### config.mk
export PLATFORM = sky130hd
export DESIGN_NAME = wcb_ctl_end_flat
export DESIGN_NICKNAME = d
export VERILOG_FILES = /design/src/core/wcb_pkg.sv /design/src/core/wcb_link_if.sv /design/src/core/wcb_ctl_end.sv /design/src/flat_wrapper.sv
export SDC_FILE = /design/constraint.sdc
export NUM_CORES = 1
export LEC_CHECK = 0
export ABC_AREA = 1
export BUFFER_PORTS_ARGS = -buffer_cell sky130_fd_sc_hd__buf_2
export CORE_ASPECT_RATIO = 1.4
export CORE_MARGIN = 1
export CORE_UTILIZATION = 55
export DETAILED_ROUTE_END_ITERATION = 7
export PLACE_DENSITY_LB_ADDON = 0.2
export SLEW_MARGIN = 20
export SYNTH_ARGS = -nofsm -noshare
export SYNTH_HDL_FRONTEND = slang
export SYNTH_SLANG_ARGS = --single-unit
### constraint.sdc
create_clock -name ref_clk_i -period 6.7 [get_ports ref_clk_i]
set_input_delay 1.34 -clock ref_clk_i [delete_from_list [all_inputs] [get_ports ref_clk_i]]
set_output_delay 1.34 -clock ref_clk_i [all_outputs]
set_load 0.01 [all_outputs]
### src/core/wcb_pkg.sv
package wcb_pkg;
  localparam int                 BEATS_DATA  = 4;
  localparam int                 BEAT_FILL0  = 4;
  localparam int                 BEAT_CRC_LO = 8;
  localparam int                 BEAT_CRC_HI = 9;
  localparam int                 BEAT_W      = 4;
  localparam int                 TREE_W      = 72;
  localparam int                 TREE_LANES  = 8;
  localparam int                 LANE_SPAN   = 8;
  localparam int                 HALF_OFS    = 4;
  localparam int                 MI_BASE     = 64;
  localparam int                 MAX_LANES   = 16;
  localparam int                 X4_LANES    = 4;
  localparam int                 X8_LANES    = 8;
  localparam int                 PAYLOAD_W   = BEATS_DATA * MAX_LANES;
  localparam int                 MI_W        = BEATS_DATA * 2;
  localparam logic [7:0]         CRC_POLY    = 8'h07;
  localparam logic [7:0]         CRC_INIT    = 8'h00;
  localparam logic [7:0]         REG_DATA_LO = 8'h00;
  localparam logic [7:0]         REG_DATA_HI = 8'h04;
  localparam logic [7:0]         REG_MILANE  = 8'h08;
  localparam logic [7:0]         REG_CTRL    = 8'h0C;
  localparam logic [7:0]         REG_STATUS  = 8'h10;
  localparam logic [7:0]         REG_IRQ_MSK = 8'h14;
  localparam logic [7:0]         REG_RESULT  = 8'h18;
  localparam int                 CTRL_START  = 0;
  localparam int                 CTRL_HALF   = 1;
  localparam int                 CTRL_MASK   = 2;
  localparam int                 CTRL_INV    = 3;
  localparam int                 CTRL_INJECT = 4;
  localparam int                 ST_DONE     = 0;
  localparam int                 ST_ALERT    = 1;
  localparam int                 ST_BUSY     = 2;
  localparam int                 EV_W        = 2;
  localparam logic [31:0]        RST_WORD    = 32'h0000_0000;

  typedef logic [BEAT_W-1:0] wcb_beat_t;

  // serial crc, d[71] first, x^8+x^2+x+1, zero start
  function automatic logic [7:0] wcb_crc8(input logic [TREE_W-1:0] d);
    logic [7:0] c;
    logic       fb;
    c = CRC_INIT;
    for (int i = TREE_W - 1; i >= 0; i--)
    begin
      fb = c[7] ^ d[i];
      c  = {c[6:0], 1'b0} ^ (fb ? CRC_POLY : 8'h00);
    end
    return c;
  endfunction

  // q index beat*8+lane; unused tree inputs stay one
  function automatic logic [TREE_W-1:0] wcb_tree_map(input logic [31:0] q,
                                                     input logic [3:0]  mi,
                                                     input logic        mi_on,
                                                     input logic        half,
                                                     input int          lanes);
    logic [TREE_W-1:0] t;
    int                ofs;
    t   = '1;
    ofs = half ? HALF_OFS : 0;
    for (int n = 0; n < TREE_LANES; n++)
    begin
      for (int k = 0; k < BEATS_DATA; k++)
      begin
        if (n < lanes)
        begin
          t[n * LANE_SPAN + k + ofs] = q[k * TREE_LANES + n];
        end
      end
    end
    for (int k = 0; k < BEATS_DATA; k++)
    begin
      if (mi_on)
      begin
        t[MI_BASE + k + ofs] = mi[k];
      end
    end
    return t;
  endfunction
endpackage

### src/core/wcb_link_if.sv
interface wcb_link_if #(parameter int LANES = 8);
  logic             wr_act;
  logic [LANES-1:0] dq;
  logic [1:0]       mi;
  logic             half_sel;
  logic             mask_fn_en;
  logic             inv_fn_en;
  logic             alert_n;

  modport ctl (output wr_act, dq, mi, half_sel, mask_fn_en, inv_fn_en, input alert_n);
  modport dev (input wr_act, dq, mi, half_sel, mask_fn_en, inv_fn_en, output alert_n);
endinterface

### src/core/wcb_ctl_end.sv
// The address-and-strobe port and the register offsets were left to the implementer.
module wcb_ctl_end
  import wcb_pkg::*;
#(
  parameter int LANES = 8
)
(
  input  wire logic        ref_clk_i,
  input  wire logic        reset_i,
  input  wire logic [7:0]  addr_i,
  input  wire logic [31:0] wdata_i,
  input  wire logic        wr_i,
  input  wire logic        rd_i,
  output logic      [31:0] rdata_o,
  output logic             irq_o,
  wcb_link_if.ctl          link
);

  if (LANES != X4_LANES && LANES != X8_LANES && LANES != MAX_LANES)
  begin : g_lanes_chk
    $error("LANES must be 4, 8 or 16");
  end

  typedef enum logic [0:0] {
    WCB_C_IDLE = 1'b0,
    WCB_C_SEND = 1'b1
  } wcb_ctl_state_e;

  wcb_ctl_state_e       state;
  wcb_ctl_state_e       next_state;
  wcb_beat_t            cnt;
  wcb_beat_t            next_cnt;
  logic [PAYLOAD_W-1:0] payload;
  logic [PAYLOAD_W-1:0] next_payload;
  logic [MI_W-1:0]      milane;
  logic [MI_W-1:0]      next_milane;
  logic [3:0]           cfg;
  logic [3:0]           next_cfg;
  logic [EV_W-1:0]      status;
  logic [EV_W-1:0]      next_status;
  logic [EV_W-1:0]      irq_msk;
  logic [EV_W-1:0]      next_irq_msk;
  logic [31:0]          next_rdata;
  logic                 act_q;
  logic                 next_act;
  logic [LANES-1:0]     dq_q;
  logic [LANES-1:0]     next_dq;
  logic [1:0]           mi_q;
  logic [1:0]           next_mi;
  logic [31:0]          qlo;
  logic [31:0]          qhi;
  logic [3:0]           mlo;
  logic [3:0]           mhi;
  logic [7:0]           crc_lo;
  logic [7:0]           crc_hi;
  logic                 mi_on;
  logic                 start;
  logic                 busy;
  logic [EV_W-1:0]      ev;

  assign busy = (state == WCB_C_SEND);

  always_comb
  begin
    qlo = '1;
    qhi = '1;
    mlo = '1;
    mhi = '1;
    for (int k = 0; k < BEATS_DATA; k++)
    begin
      for (int n = 0; n < TREE_LANES; n++)
      begin
        qlo[k * TREE_LANES + n] = payload[k * MAX_LANES + n];
        qhi[k * TREE_LANES + n] = payload[k * MAX_LANES + TREE_LANES + n];
      end
      mlo[k] = milane[k * 2];
      mhi[k] = milane[k * 2 + 1];
    end
    mi_on  = (cfg[CTRL_MASK-1] || cfg[CTRL_INV-1]) && (LANES != X4_LANES);
    crc_lo = wcb_crc8(wcb_tree_map(qlo, mlo, mi_on, cfg[CTRL_HALF-1],
                                   (LANES < TREE_LANES) ? LANES : TREE_LANES));
    crc_hi = wcb_crc8(wcb_tree_map(qhi, mhi, mi_on, cfg[CTRL_HALF-1], TREE_LANES));
    crc_lo[0] = crc_lo[0] ^ cfg[CTRL_INJECT-1];
  end

  // registers, burst sequencing and beat generation
  always_comb
  begin
    next_payload = payload;
    next_milane  = milane;
    next_cfg     = cfg;
    next_irq_msk = irq_msk;
    next_rdata   = RST_WORD;
    next_state   = state;
    next_cnt     = cnt;
    next_act     = 1'b0;
    next_dq      = '1;
    next_mi      = '1;
    start        = 1'b0;
    ev           = '0;
    if (wr_i && !busy)
    begin
      case (addr_i)
        REG_DATA_LO: next_payload[31:0]           = wdata_i;
        REG_DATA_HI: next_payload[PAYLOAD_W-1:32] = wdata_i;
        REG_MILANE:  next_milane                  = wdata_i[MI_W-1:0];
        REG_CTRL:
        begin
          next_cfg = wdata_i[CTRL_INJECT:CTRL_HALF];
          start    = wdata_i[CTRL_START];
        end
        default: ;
      endcase
    end
    if (wr_i && addr_i == REG_IRQ_MSK)
    begin
      next_irq_msk = wdata_i[EV_W-1:0];
    end
    if (rd_i)
    begin
      case (addr_i)
        REG_DATA_LO: next_rdata = payload[31:0];
        REG_DATA_HI: next_rdata = payload[PAYLOAD_W-1:32];
        REG_MILANE:  next_rdata = {{(32 - MI_W){1'b0}}, milane};
        REG_CTRL:    next_rdata = {27'h0000000, cfg, 1'b0};
        REG_STATUS:  next_rdata = {29'h00000000, busy, status};
        REG_IRQ_MSK: next_rdata = {30'h00000000, irq_msk};
        REG_RESULT:  next_rdata = {16'h0000, crc_hi, crc_lo};
        default:     next_rdata = RST_WORD;
      endcase
    end
    if (start || busy)
    begin
      if (start)
      begin
        next_cnt = '0;
      end
      else
      begin
        next_cnt = cnt + 1'b1;
      end
      next_act   = (next_cnt <= BEAT_W'(BEAT_CRC_HI));
      next_state = next_act ? WCB_C_SEND : WCB_C_IDLE;
      ev[ST_DONE] = busy && !next_act;
      if (next_cnt < BEAT_W'(BEATS_DATA))
      begin
        for (int n = 0; n < LANES; n++)
        begin
          next_dq[n] = next_payload[next_cnt * MAX_LANES + n];
        end
        for (int u = 0; u < 2; u++)
        begin
          next_mi[u] = next_milane[next_cnt * 2 + u];
        end
      end
      else if (next_cnt == BEAT_W'(BEAT_CRC_LO))
      begin
        for (int n = 0; n < LANES; n++)
        begin
          next_dq[n] = (n < TREE_LANES) ? crc_lo[n % TREE_LANES] : crc_hi[n % TREE_LANES];
        end
      end
      else if (next_cnt == BEAT_W'(BEAT_CRC_HI) && LANES == X4_LANES)
      begin
        for (int n = 0; n < LANES; n++)
        begin
          next_dq[n] = crc_lo[(n + HALF_OFS) % TREE_LANES];
        end
      end
    end
    ev[ST_ALERT] = !link.alert_n;
    next_status  = ((rd_i && addr_i == REG_STATUS) ? '0 : status) | ev;
  end

  always_ff @(posedge ref_clk_i or posedge reset_i)
  begin
    if (reset_i)
    begin
      state   <= WCB_C_IDLE;
      cnt     <= '0;
      payload <= '0;
      milane  <= '0;
      cfg     <= '0;
      status  <= '0;
      irq_msk <= '0;
      rdata_o <= RST_WORD;
      act_q   <= 1'b0;
      dq_q    <= '1;
      mi_q    <= '1;
    end
    else
    begin
      state   <= next_state;
      cnt     <= next_cnt;
      payload <= next_payload;
      milane  <= next_milane;
      cfg     <= next_cfg;
      status  <= next_status;
      irq_msk <= next_irq_msk;
      rdata_o <= next_rdata;
      act_q   <= next_act;
      dq_q    <= next_dq;
      mi_q    <= next_mi;
    end
  end

  assign irq_o           = |(status & irq_msk);
  assign link.wr_act     = act_q;
  assign link.dq         = dq_q;
  assign link.mi         = mi_q;
  assign link.half_sel   = cfg[CTRL_HALF-1];
  assign link.mask_fn_en = cfg[CTRL_MASK-1];
  assign link.inv_fn_en  = cfg[CTRL_INV-1];

endmodule

### src/flat_wrapper.sv
// flat-port wrapper written by rule: the top's interface ports become plain ports
module wcb_ctl_end_flat import wcb_pkg::*;
#(
  parameter int LANES = 8
)
  (ref_clk_i, reset_i, addr_i, wdata_i, wr_i, rd_i, rdata_o, irq_o, link_wr_act, link_dq, link_mi, link_half_sel, link_mask_fn_en, link_inv_fn_en, link_alert_n);
  wcb_link_if #(.LANES(LANES)) link_i ();
  input  wire logic ref_clk_i;
  input  wire logic reset_i;
  input  wire logic [7:0] addr_i;
  input  wire logic [31:0] wdata_i;
  input  wire logic wr_i;
  input  wire logic rd_i;
  output logic      [31:0] rdata_o;
  output logic irq_o;
  output wire logic [$bits(link_i.wr_act)-1:0] link_wr_act;
  output wire logic [$bits(link_i.dq)-1:0] link_dq;
  output wire logic [$bits(link_i.mi)-1:0] link_mi;
  output wire logic [$bits(link_i.half_sel)-1:0] link_half_sel;
  output wire logic [$bits(link_i.mask_fn_en)-1:0] link_mask_fn_en;
  output wire logic [$bits(link_i.inv_fn_en)-1:0] link_inv_fn_en;
  input wire logic [$bits(link_i.alert_n)-1:0] link_alert_n;
  assign link_wr_act = link_i.wr_act;
  assign link_dq = link_i.dq;
  assign link_mi = link_i.mi;
  assign link_half_sel = link_i.half_sel;
  assign link_mask_fn_en = link_i.mask_fn_en;
  assign link_inv_fn_en = link_i.inv_fn_en;
  assign link_i.alert_n = link_alert_n;
  wcb_ctl_end #(.LANES(LANES)) u_core (.ref_clk_i(ref_clk_i), .reset_i(reset_i), .addr_i(addr_i), .wdata_i(wdata_i), .wr_i(wr_i), .rd_i(rd_i), .rdata_o(rdata_o), .irq_o(irq_o), .link(link_i));
endmodule
==> summary.md <==
| Metric | Value |
|---|---|
| Status | complete, no violations |
| Synth Cell Area | 13600 um^2 |
| Critical path capture point type | flip-flop |
| # placed instances | 2736 |
| Row cnt | 67 |
| Unrepaired setup endpoints after global routing | no |
| Crit path depth | 43 |
| Peak per-stage delay on the critical path | 0.51 ns |
| Clock Skew | 0.00642 ns |
| Synth Area per Inst | 5.73 um^2 |
| Synth Flop Type | dfrtp_1 |
| Vias | 15.2k |
| Synthesized Nets | 2412 |
| DR vias/cell | 5.49 |
| DRC | 0 |
| Crit Path Max Fanout | 36 |
| Slew @ Worst Pin | 1.16 ns |
| Setup crit start kind | flip-flop |
| Skew-Pair Late Insertion Delay | 0.43 ns |
| Post-Syn Instances | 2366 |
| CP arrival | 6.11 ns |
| Worst setup startpoint | u_core.cfg[0] |
| Distinct cell type count after synthesis | 49 |
| Post-synthesis sequential area ratio | 23.7% |
| Initial Util | 56.3% |
| CTS Buf Count | 17 |
| Final Hold Fails | 0 |
| H-tree depth | 4 |
| Fin nets | 2491 |
| Ys async rst share | 100% |
| Area Overhead vs Synth | 10.1% |
| Vertical die dimension | 188 um |
| Antenna viol nets, final | 0 |
| Seq cells post-synth | 128 |
| Chip Width | 135 um |
| Avg WL per Cell | 15.3 um |
| Worst Hold Class | flip-flop to flip-flop |
| Worst Hold Slack | 0.493 ns |
| HPWL after DPL | 32600 um |
| Port Buffers | 91 |
| Initial antenna violation count | 0 |
| Reg-to-reg critical path startpoint | u_core.cfg[0] |
| First-pass detailed-route iteration total | 6 |
| Final setup viols | 0 |
| DRT Wirelength | 42400 um |
| Final worst path period share | 86.4% |
| Fmax | 173 MHz |
| CTS tree | done |
| Placement Setup Slack | 1.04 ns |
| Global-route wire length before repair | 69500 um |
| Ports | 92 |
| Hold_buf cts | 0 |
| CP required | 7.02 ns |
| Slowest cell on crit path | dfrtp_2 |
| Gr ovfl total | 0 |
| Vias in the first global route | 14.6k |
| Crit-path most repeated cell | nand2_1 |
| Post-Layout Cell Count | 2769 |
| Delay-heaviest family, CP | simple AND/OR/NAND/NOR gates |
| Die ar. | 25300 um^2 |
| Max Cap Violations | 0 |
| Clock Tree Buf Depth | 2 |
| DR iter-0 viols | 957 |
| Reg2reg path depth | 43 |
| Clock root buffer | clkbuf_16 |
| Clk sink count | 128 |
| GRT Overall Usage | 34.8% |
| Warnings, synthesis | 0 |
| R2R setup slack | 0.91 ns |
| Layout cell share with drive strength beyond 1 | 16.5% |
| Tmin final | 5.79 ns |
| Fin Setup TNS | 0 ns |
| Largest net degree at the start of global routing | 67 |
| Fill cells | 2355 |
| Clk slew on worst S/H paths | 0.06 ns |
| Final worst setup slack | 0.910 ns |
| Slew headroom | 22.0% |
| Post-CTS Setup Repair Bufs | 0 |
| Reg2reg end | u_core.rdata_o[4] |
| Setup CP Type | flip-flop to flip-flop |
| Critical path buffer and inverter count | 3 |
| Max Slew Vio Count | 0 |
| Core ar. | 24100 um^2 |
| PostCTS Resize Cnt | 0 |
| Final GP Congestion | 0.998 |
| Crit path to | u_core.rdata_o[4] |
| Post-synth EDFFs | 0 |
## state kept, by name, indices dropped and copies added, names as in the netlist, 4 cells and up
| signal | flops |
|---|---|
| u_core.payload | 64 |
| u_core.rdata_o | 32 |
| u_core.link.dq | 8 |
| u_core.milane | 8 |
| u_core.cfg | 4 |
| u_core.cnt | 4 |
## how the worst min path moves through the flow
stage / from / cells past startpoint / endpoint
after floorplan: u_core.irq_msk[0] / 2 / u_core.irq_msk[0]
after global routing: u_core.cnt[3] / 2 / u_core.cnt[3]
final: u_core.irq_msk[0] / 2 / u_core.irq_msk[0]
after global placement: u_core.irq_msk[0] / 2 / u_core.irq_msk[0]
after detailed placement: u_core.irq_msk[0] / 2 / u_core.irq_msk[0]
after CTS: u_core.irq_msk[0] / 2 / u_core.irq_msk[0]
## metrics by stage
stage / utilization [%] / cell area [um^2]
after floorplan: - / 13600
after global placement: 59.4 / 14300
after detailed placement: 59.4 / 14300
after CTS: 62.0 / 14900
after global routing: 62.0 / 14900
final: 62.0 / 14900
## Yosys cell counts (all sizes together) (6+ instances only)
cell type,number,area (um^2)
nand2,1029,4270
nand3,395,2150
inv,338,1270
nor2,168,691
dfrtp,118,2950
o21ai,90,454
a21oi,49,257
nand3b,31,245
clkbuf,27,101
xor2,25,268
buf,16,111
dfstp,10,263
nand4,9,56.3
o22ai,8,50.1
xnor2,6,52.6
## metal layers
layer / wire length, um / global-route usage, %
met3: 2100 / 4.35
met2: 21100 / 62.2
met4: 2810 / 23.0
met5: 0 / 0
met1: 16400 / 38.2
## worst register-to-register path: cells and delay by family (launching register included)
family / cells / cell delay (ns)
buf+inv: 3 / 0.52
simple gates: 38 / 4.22
compound gates: 1 / 0.15
xor+xnor: 1 / 0.28
flops: 1 / 0.51
## logic make-up (layout without fill, tap and decap cells)
group                    Yosys count  after routing  synth area share (%)
multiplexers                       7              7                 0.563
AO/OA/AOI/OAI                    173            173                  7.13
AND/OR/NAND/NOR                 1642           1642                  55.1
other                              0              1                     0
adder cells (fa/ha/maj)            1              1                0.0923
flip-flops                       128            128                  23.7
buffers and inverters            384            476                  11.0
XOR/XNOR                          31             31                  2.36
## cell type report
class / count / area, um^2 / area share [%]
clock inverters: 14 / 205 / 1.38
multi-input cells: 1854 / 8850 / 59.3
well taps: 310 / 388 / 2.60
repair buffers: 103 / 546 / 3.66
inverters: 341 / 1290 / 8.63
diodes: 1 / 2.50 / 0.0168
clock buffers: 18 / 429 / 2.88
flip-flops and latches: 128 / 3220 / 21.6
## cell usage in the layout, fill, tap and decap left out, types with 5 or more instances in the layout
cell,n
a21oi_1,46
a221oi_1,5
buf_2,91
buf_4,12
clkbuf_16,17
dfrtp_1,117
dfstp_2,10
inv_1,287
inv_2,48
inv_6,5
mux2_2,5
nand2_1,883
nand2_2,137
nand2_4,9
nand3_1,361
nand3_2,34
nand3b_1,30
nand4_1,9
nor2_1,153
nor2_2,10
nor2_4,5
o21ai_0,86
o22ai_1,8
o31ai_1,5
xnor2_1,6
xor2_1,20
Power is not shown: default switching activity piles up to over one toggle a cycle in this logic, so the estimate is an artifact.
